--- src/hw/ioxp_defs.vh ---
// constants of the two-wire port expander register block
`ifndef IOXP_DEFS_VH
`define IOXP_DEFS_VH
`define IOXP_REG_IN0      8'h00
`define IOXP_REG_IN1      8'h01
`define IOXP_REG_OUT0     8'h02
`define IOXP_REG_OUT1     8'h03
`define IOXP_REG_INV0     8'h04
`define IOXP_REG_INV1     8'h05
`define IOXP_REG_DIR0     8'h06
`define IOXP_REG_DIR1     8'h07
`define IOXP_REG_PUP0     8'h08
`define IOXP_REG_PUP1     8'h09
`define IOXP_RST_OUT      8'hFF
`define IOXP_RST_INV      8'h00
`define IOXP_RST_DIR      8'hFF
`define IOXP_RST_PUP      8'hFF
`define IOXP_ADDR_FIXED   4'h4
`define IOXP_RW_BIT       0
`endif

--- src/hw/ioxp_regs.v ---
// two-wire slave, register pairs and pin control of a 16-bit port expander
//
// Functional notes
// - three strap pins set low address bits
// - address byte last bit: one reads
// - first write byte loads the pointer
// - codes 00h..09h select five register pairs
// - pointer is write only, never read
// - input registers show pin level, any direction
// - writes to input registers are ignored
// - input registers follow pins, no reset value; the code resets their synchroniser flops to zero
// - output bits drive only output pins
// - output register reads return stored value
// - invert bit one flips input level
// - direction one makes pin high impedance
// - direction zero drives output register level
// - pull-up bit zero disconnects pull-up
// - pull-up bits reset to one
// - bit n maps to pin n
// - pointer toggles within pair per byte
`timescale 1ns/1ps
`include "ioxp_defs.vh"

module ioxp_regs #(
	parameter [3:0] ADDR_FIXED = `IOXP_ADDR_FIXED
) (
	// clock and reset
	input  wire        sys_clk,
	input  wire        sys_rst,
	// address straps
	input  wire        addr_strap_bit0,
	input  wire        addr_strap_bit1,
	input  wire        addr_strap_bit2,
	// two-wire bus, open drain data
	input  wire        scl_in,
	input  wire        sda_in,
	output reg         sda_oe_q,
	// port pins
	input  wire [7:0]  port0_pin_in,
	input  wire [7:0]  port1_pin_in,
	output reg  [7:0]  port0_pin_out_q,
	output reg  [7:0]  port1_pin_out_q,
	output reg  [7:0]  port0_pin_oe_q,
	output reg  [7:0]  port1_pin_oe_q,
	output reg  [7:0]  port0_pullup_q,
	output reg  [7:0]  port1_pullup_q
);

	localparam [2:0] ST_IDLE = 3'd0;
	localparam [2:0] ST_ADDR = 3'd1;
	localparam [2:0] ST_ACK  = 3'd2;
	localparam [2:0] ST_WR   = 3'd3;
	localparam [2:0] ST_RD   = 3'd4;
	localparam [2:0] ST_RACK = 3'd5;
	localparam [2:0] ST_RLD  = 3'd6;

	// reset images, split per bit inside the pin slices
	localparam [7:0] RST_OUT = `IOXP_RST_OUT;
	localparam [7:0] RST_DIR = `IOXP_RST_DIR;
	localparam [7:0] RST_PUP = `IOXP_RST_PUP;

	// ----------------------------------------------------------------
	// synchronisers
	// ----------------------------------------------------------------
	reg [1:0]  scl_s_q;
	reg [1:0]  sda_s_q;
	reg [15:0] pin_m_q;
	reg [15:0] pin_s_q;
	reg [2:0]  strap_m_q;
	reg [2:0]  strap_s_q;
	reg        scl_d1_q;
	reg        sda_d1_q;

	always @(posedge sys_clk or posedge sys_rst) begin
		if (sys_rst) begin
			scl_s_q   <= 2'h3;
			sda_s_q   <= 2'h3;
			scl_d1_q  <= 1'b1;
			sda_d1_q  <= 1'b1;
			strap_m_q <= 3'h0;
			strap_s_q <= 3'h0;
		end else begin
			scl_s_q   <= {scl_s_q[0], scl_in};
			sda_s_q   <= {sda_s_q[0], sda_in};
			scl_d1_q  <= scl_s_q[1];
			sda_d1_q  <= sda_s_q[1];
			strap_m_q <= {addr_strap_bit2, addr_strap_bit1,
				addr_strap_bit0};
			strap_s_q <= strap_m_q;
		end
	end

	wire scl_c   = scl_s_q[1];
	wire sda_c   = sda_s_q[1];
	wire scl_r   = scl_c & ~scl_d1_q;
	wire scl_f   = ~scl_c & scl_d1_q;
	wire start_c = scl_c & scl_d1_q & sda_d1_q & ~sda_c;
	wire stop_c  = scl_c & scl_d1_q & ~sda_d1_q & sda_c;

	// ----------------------------------------------------------------
	// registers
	// ----------------------------------------------------------------
	reg [7:0] out0_q, out1_q, inv0_q, inv1_q;
	reg [7:0] dir0_q, dir1_q, pup0_q, pup1_q;
	reg [7:0] ptr_q;
	reg [2:0] state_q;
	reg [2:0] bit_q;
	reg [7:0] shift_q;
	reg       rw_q;
	reg       cmd_next_q;
	reg       match_q;
	reg       wr_strobe;
	reg [7:0] rd_data;

	// inputs follow pins through inversion; the two synchroniser flops per pin reset to zero
	wire [7:0] in0;
	wire [7:0] in1;

	always @* begin
		case (ptr_q)
		`IOXP_REG_IN0:  rd_data = in0;
		`IOXP_REG_IN1:  rd_data = in1;
		`IOXP_REG_OUT0: rd_data = out0_q;
		`IOXP_REG_OUT1: rd_data = out1_q;
		`IOXP_REG_INV0: rd_data = inv0_q;
		`IOXP_REG_INV1: rd_data = inv1_q;
		`IOXP_REG_DIR0: rd_data = dir0_q;
		`IOXP_REG_DIR1: rd_data = dir1_q;
		`IOXP_REG_PUP0: rd_data = pup0_q;
		`IOXP_REG_PUP1: rd_data = pup1_q;
		default:        rd_data = 8'h00;
		endcase
	end

	wire       ptr_ok  = (ptr_q <= `IOXP_REG_PUP1);
	wire [7:0] ptr_alt = {ptr_q[7:1], ~ptr_q[0]};
	wire [6:0] my_addr = {ADDR_FIXED, strap_s_q};

	// ----------------------------------------------------------------
	// register file
	// ----------------------------------------------------------------
	// input and undefined codes get no enable, so a byte sent there
	// leaves every register alone; only the pointer still toggles
	wire wr_ok   = wr_strobe & ptr_ok;
	wire wr_out0 = wr_ok & (ptr_q == `IOXP_REG_OUT0);
	wire wr_out1 = wr_ok & (ptr_q == `IOXP_REG_OUT1);
	wire wr_inv0 = wr_ok & (ptr_q == `IOXP_REG_INV0);
	wire wr_inv1 = wr_ok & (ptr_q == `IOXP_REG_INV1);
	wire wr_dir0 = wr_ok & (ptr_q == `IOXP_REG_DIR0);
	wire wr_dir1 = wr_ok & (ptr_q == `IOXP_REG_DIR1);
	wire wr_pup0 = wr_ok & (ptr_q == `IOXP_REG_PUP0);
	wire wr_pup1 = wr_ok & (ptr_q == `IOXP_REG_PUP1);

	// output pair
	always @(posedge sys_clk or posedge sys_rst) begin
		if (sys_rst) begin
			out0_q <= `IOXP_RST_OUT;
			out1_q <= `IOXP_RST_OUT;
		end else begin
			if (wr_out0)
				out0_q <= shift_q;
			if (wr_out1)
				out1_q <= shift_q;
		end
	end

	// inversion pair
	always @(posedge sys_clk or posedge sys_rst) begin
		if (sys_rst) begin
			inv0_q <= `IOXP_RST_INV;
			inv1_q <= `IOXP_RST_INV;
		end else begin
			if (wr_inv0)
				inv0_q <= shift_q;
			if (wr_inv1)
				inv1_q <= shift_q;
		end
	end

	// direction pair
	always @(posedge sys_clk or posedge sys_rst) begin
		if (sys_rst) begin
			dir0_q <= `IOXP_RST_DIR;
			dir1_q <= `IOXP_RST_DIR;
		end else begin
			if (wr_dir0)
				dir0_q <= shift_q;
			if (wr_dir1)
				dir1_q <= shift_q;
		end
	end

	// pull-up pair
	always @(posedge sys_clk or posedge sys_rst) begin
		if (sys_rst) begin
			pup0_q <= `IOXP_RST_PUP;
			pup1_q <= `IOXP_RST_PUP;
		end else begin
			if (wr_pup0)
				pup0_q <= shift_q;
			if (wr_pup1)
				pup1_q <= shift_q;
		end
	end

	// ----------------------------------------------------------------
	// bus state machine
	// ----------------------------------------------------------------
	always @(posedge sys_clk or posedge sys_rst) begin
		if (sys_rst) begin
			state_q    <= ST_IDLE;
			bit_q      <= 3'h0;
			shift_q    <= 8'h00;
			rw_q       <= 1'b0;
			cmd_next_q <= 1'b0;
			match_q    <= 1'b0;
			ptr_q      <= 8'h00;
			sda_oe_q   <= 1'b0;
			wr_strobe  <= 1'b0;
		end else begin
			wr_strobe <= 1'b0;
			if (wr_strobe)
				ptr_q <= ptr_alt;
			if (start_c) begin
				state_q  <= ST_ADDR;
				bit_q    <= 3'h0;
				sda_oe_q <= 1'b0;
			end else if (stop_c) begin
				state_q  <= ST_IDLE;
				sda_oe_q <= 1'b0;
			end else begin
				case (state_q)
				ST_IDLE: ;
				ST_ADDR: if (scl_r) begin
					shift_q <= {shift_q[6:0], sda_c};
					bit_q   <= bit_q + 3'h1;
					if (bit_q == 3'h7) begin
						rw_q       <= sda_c;
						match_q    <= (shift_q[6:0] == my_addr);
						cmd_next_q <= ~sda_c;
						state_q    <= ST_ACK;
					end
				end
				ST_ACK: if (scl_f) begin
					if (!sda_oe_q) begin
						// drive ack on the low phase
						if (match_q) sda_oe_q <= 1'b1;
						else state_q <= ST_IDLE;
					end else begin
						sda_oe_q <= 1'b0;
						bit_q    <= 3'h0;
						if (rw_q) begin
							// snapshot holds for the byte
							shift_q  <= rd_data;
							sda_oe_q <= ~rd_data[7];
							state_q  <= ST_RD;
						end else
							state_q <= ST_WR;
					end
				end
				ST_WR: if (scl_r) begin
					shift_q <= {shift_q[6:0], sda_c};
					bit_q   <= bit_q + 3'h1;
					if (bit_q == 3'h7) begin
						if (cmd_next_q)
							ptr_q <= {shift_q[6:0], sda_c};
						else
							wr_strobe <= 1'b1;
						cmd_next_q <= 1'b0;
						state_q    <= ST_ACK;
					end
				end
				ST_RD: if (scl_f) begin
					bit_q <= bit_q + 3'h1;
					if (bit_q == 3'h7) begin
						sda_oe_q <= 1'b0;
						ptr_q    <= ptr_alt;
						state_q  <= ST_RACK;
					end else begin
						shift_q  <= {shift_q[6:0], 1'b0};
						sda_oe_q <= ~shift_q[6];
					end
				end
				ST_RACK: if (scl_r) begin
					// master nack ends the read; ack fetches the partner
					if (sda_c)
						state_q <= ST_IDLE;
					else begin
						shift_q <= rd_data;
						state_q <= ST_RLD;
					end
				end
				ST_RLD: if (scl_f) begin
					// top bit of the next byte goes out on the low phase
					sda_oe_q <= ~shift_q[7];
					bit_q    <= 3'h0;
					state_q  <= ST_RD;
				end
				default: state_q <= ST_IDLE;
				endcase
			end
		end
	end

	// ----------------------------------------------------------------
	// pin slices
	// ----------------------------------------------------------------
	// bit n of every port register meets pin n of its port; one slice
	// per bit keeps that mapping in a single place
	genvar gi;
	generate
		for (gi = 0; gi < 8; gi = gi + 1) begin : g_pin
			// two flops per pin; the first is read only by the second
			always @(posedge sys_clk or posedge sys_rst) begin
				if (sys_rst) begin
					pin_m_q[gi]     <= 1'b0;
					pin_m_q[gi + 8] <= 1'b0;
					pin_s_q[gi]     <= 1'b0;
					pin_s_q[gi + 8] <= 1'b0;
				end else begin
					pin_m_q[gi]     <= port0_pin_in[gi];
					pin_m_q[gi + 8] <= port1_pin_in[gi];
					pin_s_q[gi]     <= pin_m_q[gi];
					pin_s_q[gi + 8] <= pin_m_q[gi + 8];
				end
			end

			// live level, inverted on request whatever the direction
			assign in0[gi] = pin_s_q[gi] ^ inv0_q[gi];
			assign in1[gi] = pin_s_q[gi + 8] ^ inv1_q[gi];

			// drivers follow the registers one clock later
			always @(posedge sys_clk or posedge sys_rst) begin
				if (sys_rst) begin
					port0_pin_out_q[gi] <= RST_OUT[gi];
					port1_pin_out_q[gi] <= RST_OUT[gi];
					port0_pin_oe_q[gi]  <= ~RST_DIR[gi];
					port1_pin_oe_q[gi]  <= ~RST_DIR[gi];
					port0_pullup_q[gi]  <= RST_PUP[gi];
					port1_pullup_q[gi]  <= RST_PUP[gi];
				end else begin
					port0_pin_out_q[gi] <= out0_q[gi];
					port1_pin_out_q[gi] <= out1_q[gi];
					port0_pin_oe_q[gi]  <= ~dir0_q[gi];
					port1_pin_oe_q[gi]  <= ~dir1_q[gi];
					port0_pullup_q[gi]  <= pup0_q[gi];
					port1_pullup_q[gi]  <= pup1_q[gi];
				end
			end
		end
	endgenerate

endmodule

--- config.mk ---
export PLATFORM = sky130hd
export DESIGN_NAME = ioxp_regs
export DESIGN_NICKNAME = d
export VERILOG_FILES = /design/src/hw/ioxp_regs.v
export VERILOG_INCLUDE_DIRS = /design/src /design/src/hw
export SDC_FILE = /design/constraint.sdc
export NUM_CORES = 1
export LEC_CHECK = 0
export BUFFER_PORTS_ARGS = -buffer_cell sky130_fd_sc_hd__buf_4
export CORE_UTILIZATION = 50
export CTS_BUF_LIST = sky130_fd_sc_hd__clkbuf_2 sky130_fd_sc_hd__clkbuf_4 sky130_fd_sc_hd__clkbuf_8
export DETAILED_ROUTE_END_ITERATION = 10
export PLACE_DENSITY = 0.73
export SKIP_LAST_GASP = 1
export SYNTH_ARGS = -nofsm -noshare
export SYNTH_HDL_FRONTEND = slang
export SYNTH_SLANG_ARGS = --single-unit
--- constraint.sdc ---
create_clock -name sys_clk -period 6.5 [get_ports sys_clk]
set_input_delay 1.625 -clock sys_clk [delete_from_list [all_inputs] [get_ports sys_clk]]
set_output_delay 1.625 -clock sys_clk [all_outputs]
set_load 0.01 [all_outputs]
**Word-level counts from Yosys, hierarchy flattened**

Cells that the tools add are included.

- Add/subtract/negate cells: 1
- Order comparisons: 1
- Eq/ne operators: 45
- Multiplexer cells: 62
- Bitwise operators: 58
- Reductions and logical operators: 13

Operator list:

| kind | count |
|---|---|
| 2-to-1 mux 8 bit | 15 |
| case mux 8 bit (10 select lines) | 1 |
| 2-to-1 mux 3 bit | 20 |
| equality test 8 x 3 -> 1 bit, second input constant | 4 |
| case mux 8 bit (4 select lines) | 1 |
| NOT 1 bit | 26 |
| != test 2 bit, second input constant | 12 |
| 2-to-1 mux 1 bit | 20 |
| != test 4 bit, second input constant | 5 |
| case mux 3 bit (6 select lines) | 1 |
| bitwise AND 1 bit | 16 |
| equality test 8 x 2 -> 1 bit, second input constant | 2 |
| equality test 8 x 4 -> 1 bit, second input constant | 2 |
| case mux 8 bit (2 select lines) | 1 |
| XOR 1 bit | 16 |
| != test 3 bit, second input constant | 5 |
| AND reduction 7 bit | 2 |
| equality test 3 bit, second input constant | 4 |
| case mux 3 bit (4 select lines) | 1 |
| AND reduction 11 bit | 1 |
| != test 5 bit, second input constant | 2 |
| nonzero test 5 bit | 2 |
| AND reduction 9 bit | 1 |
| equality test 8 x 1 -> 1 bit, second input constant | 1 |
| other kinds (17) | 19 |

- Flip-flop bits (word level): 183
- Input bits: 23
- Output and inout bits: 49
- Logic and storage cells: 284

**Depth between registers and ports, before layout**

- Word-level depth: 9
- Gate-level depth with buffers: 8
- Depth with buffers taken out: 7

**Worst setup path after synthesis**

No wires, ideal clock.

- Path type: reg-to-output
- Start point: reg port0_pin_out_q[0]
- End point: out port0_pin_out_q[0]
- Data arrival time: 0.520 ns
- Required time: 4.875 ns
- Slack: 4.355 ns
- Stages on the path, launching flop included: 1
- Buffers on the path: 0
- Path through: dfstp_2

RTL lines:

| item | line | text |
|---|---|---|
| start: declaration | ioxp_regs.v:41 | `output reg [7:0] port0_pin_out_q,` |
| start signal: indexed assignment | ioxp_regs.v:335 | `port0_pin_out_q[gi] <= RST_OUT[gi];` |
| start signal: indexed assignment | ioxp_regs.v:342 | `port0_pin_out_q[gi] <= out0_q[gi];` |

No word-level cell between the ends.

**Worst setup path in the final report**

- Start point: reg sda_oe_q
- End point: out sda_oe_q

RTL lines:

| item | line | text |
|---|---|---|
| start: declaration | ioxp_regs.v:37 | `output reg sda_oe_q,` |
| start signal: assignment | ioxp_regs.v:255 | `sda_oe_q <= ~rd_data[7];` |
| start signal: assignment | ioxp_regs.v:281 | `sda_oe_q <= ~shift_q[6];` |
| start signal: assignment | ioxp_regs.v:295 | `sda_oe_q <= ~shift_q[7];` |

No word-level cell between the ends.

==> summary.md <==
| Metric | Value |
|---|---|
| Result of the run | `completed` |
| Number of enable flip-flop cells after synthesis | `0` |
| Pwr Density | `269.6 mW/mm²` |
| First-iteration detailed-routing DRC count | `666` |
| Kind of start point of the critical path | `register` |
| Start point of the worst min-delay path | `pin_m_q[10]` |
| Clock tree root buffer cell | `sky130_fd_sc_hd__clkbuf_8` |
| Routed met2 length | `7473 µm` |
| Max-cap check violation count | `0` |
| Post-synth design cell area | `0.007382 mm²` |
| Top FF cell, synth | `sky130_fd_sc_hd__dfrtp_1` |
| Number of cells on the critical path | `1` |
| Gate count of the mapped netlist | `600` |
| Relative slew margins | `27.18%` |
| First-pass GRT wire length | `24540 µm` |
| Final critical-path required period | `2.800 ns` |
| Port Buffer Count | `71` |
| Last weighted congestion value of the routability-driven placer | `0.8563` |
| Number of gates resized after cts | `0` |
| Data arrival, critical path | `1.18 ns` |
| Initial Util | `50.99%` |
| Worst Path Buf+Inv | `1` |
| Hold crit path type | `reg -> reg` |
| Total count of hold-check failures in the final report | `0` |
| Growth of design area from synthesis to finish | `13.86%` |
| Synthesized netlist net count | `625` |
| Fraction of synthesized cell area taken by the top area cell type | `32.88%` |
| Clock edge transition at the registers on the reported setup and hold paths | `0.09 ns` |
| Fraction of layout instances using a drive strength above 1 | `38.52%` |
| Post-DP HPWL | `10330 µm` |
| Core Region | `0.01448 mm²` |
| TritonCTS buffer count | `17` |
| Die area | `0.01525 mm²` |
| Final ANT Viol Nets | `0` |
| Proportion of register bits with asynchronous set or reset after synthesis | `100.0%` |
| Post-CTS setup-driven buffer insertion count | `0` |
| Commonest non-fill, non-tap cells in the layout | `sky130_fd_sc_hd__dfrtp_1, sky130_fd_sc_hd__dfstp_2, sky130_fd_sc_hd__buf_4, sky130_fd_sc_hd__nand2_1, sky130_fd_sc_hd__mux2_2` |
| Via count | `4852` |
| Worst path slowest cell | `sky130_fd_sc_hd__dfrtp_1` |
| Reg-to-reg endpoint | `shift_q[6]` |
| Ant. Diodes | `0` |
| Flops & latches, synth | `183` |
| Residual overflow from global routing | `0` |
| Final core utilization | `58.05%` |
| Peak supply drop | `0.1410 mV` |
| Highest cell delay on the worst timing path | `0.53 ns` |
| Post-Layout Cell Count | `859` |
| Number of cells on the worst reg-to-reg path | `6` |
| Worst setup slack after placement | `3.175 ns` |
| Start point of the critical path | `sda_oe_q` |
| Max-slew violation count | `0` |
| Static power due to leakage | `3.490 nW` |
| Endpoint required time on the critical path | `4.88 ns` |
| DR pass1 iterations | `5` |
| Sequential cell area fraction in the yosys report | `63.49%` |
| Sum of negative setup slack | `0 ns` |
| Critical R2R Launch | `scl_s_q[1]` |
| Chip Width | `123.5 µm` |
| Clock insertion delay at the later pin of the skew report | `0.47 ns` |
| Highest signal layer in the routed design | `met4` |
| Cells along the critical path | `buf_4` |
| CTS Buffer Depth | `2` |
| TritonCTS clock tree | `done` |
| Number of instances in the placed design | `827` |
| Worst Max-Slew Pin Slew | `1.092 ns` |
| Post-route DRC violation count | `0` |
| Peak fanout along the critical path | `9` |
| Post-layout net count | `687` |
| Number of global-route vias before repair | `4577` |
| Crit end category | `output pin` |
| Category of the critical setup timing path | `reg -> out` |
| Met3 layer wire length in the routed design | `956 µm` |
| Final period utilization | `43.08%` |
| Post-CTS Hold Fix Bufs | `0` |
| Number of rows created at floorplan | `44` |
| Most area-consuming cells after synthesis | `sky130_fd_sc_hd__dfrtp_1, sky130_fd_sc_hd__dfstp_2, sky130_fd_sc_hd__mux2_2, sky130_fd_sc_hd__o21ai_0, sky130_fd_sc_hd__nand2_1` |
| Per-instance average area after synthesis | `12.30 µm²` |
| Reg-to-reg slack, setup | `3.76 ns` |
| Setup slack after layout | `3.700 ns` |
| Top achievable clock speed | `357.1 MHz` |
| Number of sinks driven by the clock tree | `183` |
| CTS H-Tree Depth | `4` |
| Chip height | `123.5 µm` |
| Avg Vias per Cell | `5.648` |
| Post-detailed-routing wire length | `15530 µm` |
| Synth warn | `0` |
| Worst path top cell family by delay | `flip-flops` |
| Largest net degree at the start of global routing | `133` |
| Gr usage total | `22.00%` |
| # setup viols final | `0` |
| Met1 wire length | `6734 µm` |
| Ports placed on the boundary | `72` |
| Cell taking the most area after synthesis | `sky130_fd_sc_hd__dfrtp_1` |
| Setup skew after layout | `0.01398 ns` |
| Routed len/inst | `18.08 µm` |
| Leading cell type in the layout, fill and taps excluded | `sky130_fd_sc_hd__dfrtp_1` |
| Worst Hold Margin | `0.3488 ns` |
| Number of antenna violations at the first check in global routing | `0` |
| Number of distinct library cell variants in the gate-level netlist after synthesis | `57` |
| Timing endpoint of the critical path | `sda_oe_q` |
| Unrepaired setup endpoints after global routing | `no` |
## per-layer routing
layer | vias up | global-route usage, %
met3 | 33 | 5.397
met2 | 199 | 34.25
li1 | 2204 | -
met1 | 2416 | 29.51
met5 | - | 0
met4 | 0 | 9.262
## report_power, final
part / internal (mW) / total (mW) / leakage, nW / switching, mW
clock: 0.276 / 0.692 / 0.168 / 0.416
combinational: 0.104 / 0.257 / 1.26 / 0.153
sequential: 1.19 / 1.32 / 2.06 / 0.129
total: 1.57 / 2.27 / 3.49 / 0.698
## cell families after synthesis
group           share of synthesized area [%]
compound gates                          10.25
xor+xnor                                2.017
fa+ha+maj                              0.3389
buf+inv                                 2.898
flops                                   63.49
mux                                     10.32
simple gates                            10.68
## through the flow
stage | total power [mW] | area [µm²]
floorplan | 1.483 | 7382
detailed placement | 1.588 | 8049
global placement | 1.575 | 8049
finish | 2.266 | 8406
global route | 2.375 | 8406
CTS | 2.281 | 8406
## synthesized netlist by cell type (4+ instances only)
| master | count |
|---|---|
| sky130_fd_sc_hd__a211oi_1 | 4 |
| sky130_fd_sc_hd__a21oi_1 | 18 |
| sky130_fd_sc_hd__a221oi_1 | 5 |
| sky130_fd_sc_hd__a22oi_1 | 7 |
| sky130_fd_sc_hd__a31oi_1 | 5 |
| sky130_fd_sc_hd__a32oi_1 | 4 |
| sky130_fd_sc_hd__clkbuf_1 | 25 |
| sky130_fd_sc_hd__dfrtp_1 | 97 |
| sky130_fd_sc_hd__dfstp_2 | 86 |
| sky130_fd_sc_hd__inv_1 | 24 |
| sky130_fd_sc_hd__mux2_2 | 55 |
| sky130_fd_sc_hd__mux2i_1 | 12 |
| sky130_fd_sc_hd__nand2_1 | 61 |
| sky130_fd_sc_hd__nand2b_1 | 12 |
| sky130_fd_sc_hd__nand3_1 | 9 |
| sky130_fd_sc_hd__nand4_1 | 4 |
| sky130_fd_sc_hd__nor2_1 | 24 |
| sky130_fd_sc_hd__nor2b_1 | 15 |
| sky130_fd_sc_hd__nor3_1 | 4 |
| sky130_fd_sc_hd__o21ai_0 | 54 |
| sky130_fd_sc_hd__o22ai_1 | 5 |
| sky130_fd_sc_hd__xnor2_1 | 16 |
## worst min-delay path by stage
stage / slack (ns) / cells after the start / to
2_1_floorplan: 0.33 / 0 / pin_s_q[0]
3_3_place_gp: 0.33 / 0 / pin_s_q[9]
3_5_place_dp: 0.33 / 0 / pin_s_q[0]
4_1_cts: 0.35 / 0 / strap_s_q[0]
5_1_grt: 0.35 / 0 / strap_s_q[0]
6_report: 0.35 / 0 / pin_s_q[10]
## registers in the layout, summed over array words and instances (netlist names), 2 cells and up
name and flops:
pin_m_q 16, pin_s_q 16, dir0_q 8, dir1_q 8, inv0_q 8, inv1_q 8, out0_q 8, out1_q 8
port0_pin_oe_q 8, port0_pin_out_q 8, port0_pullup_q 8, port1_pin_oe_q 8, port1_pin_out_q 8, port1_pullup_q 8, ptr_q 8, pup0_q 8
pup1_q 8, shift_q 8, bit_q 3, state_q 3, strap_m_q 3, strap_s_q 3, scl_s_q 2, sda_s_q 2
## area by class of cell
class / instances / area, µm²
well taps: 184 / 230.2
repair buffers: 74 / 555.5
clock inverters: 14 / 115.1
clock buffers: 18 / 241.5
fillers: 1208 / 6073
inverters: 24 / 95.09
multi-input cells: 362 / 2481
flip-flops and latches: 183 / 4687
(Power assumes the default switching activity.)
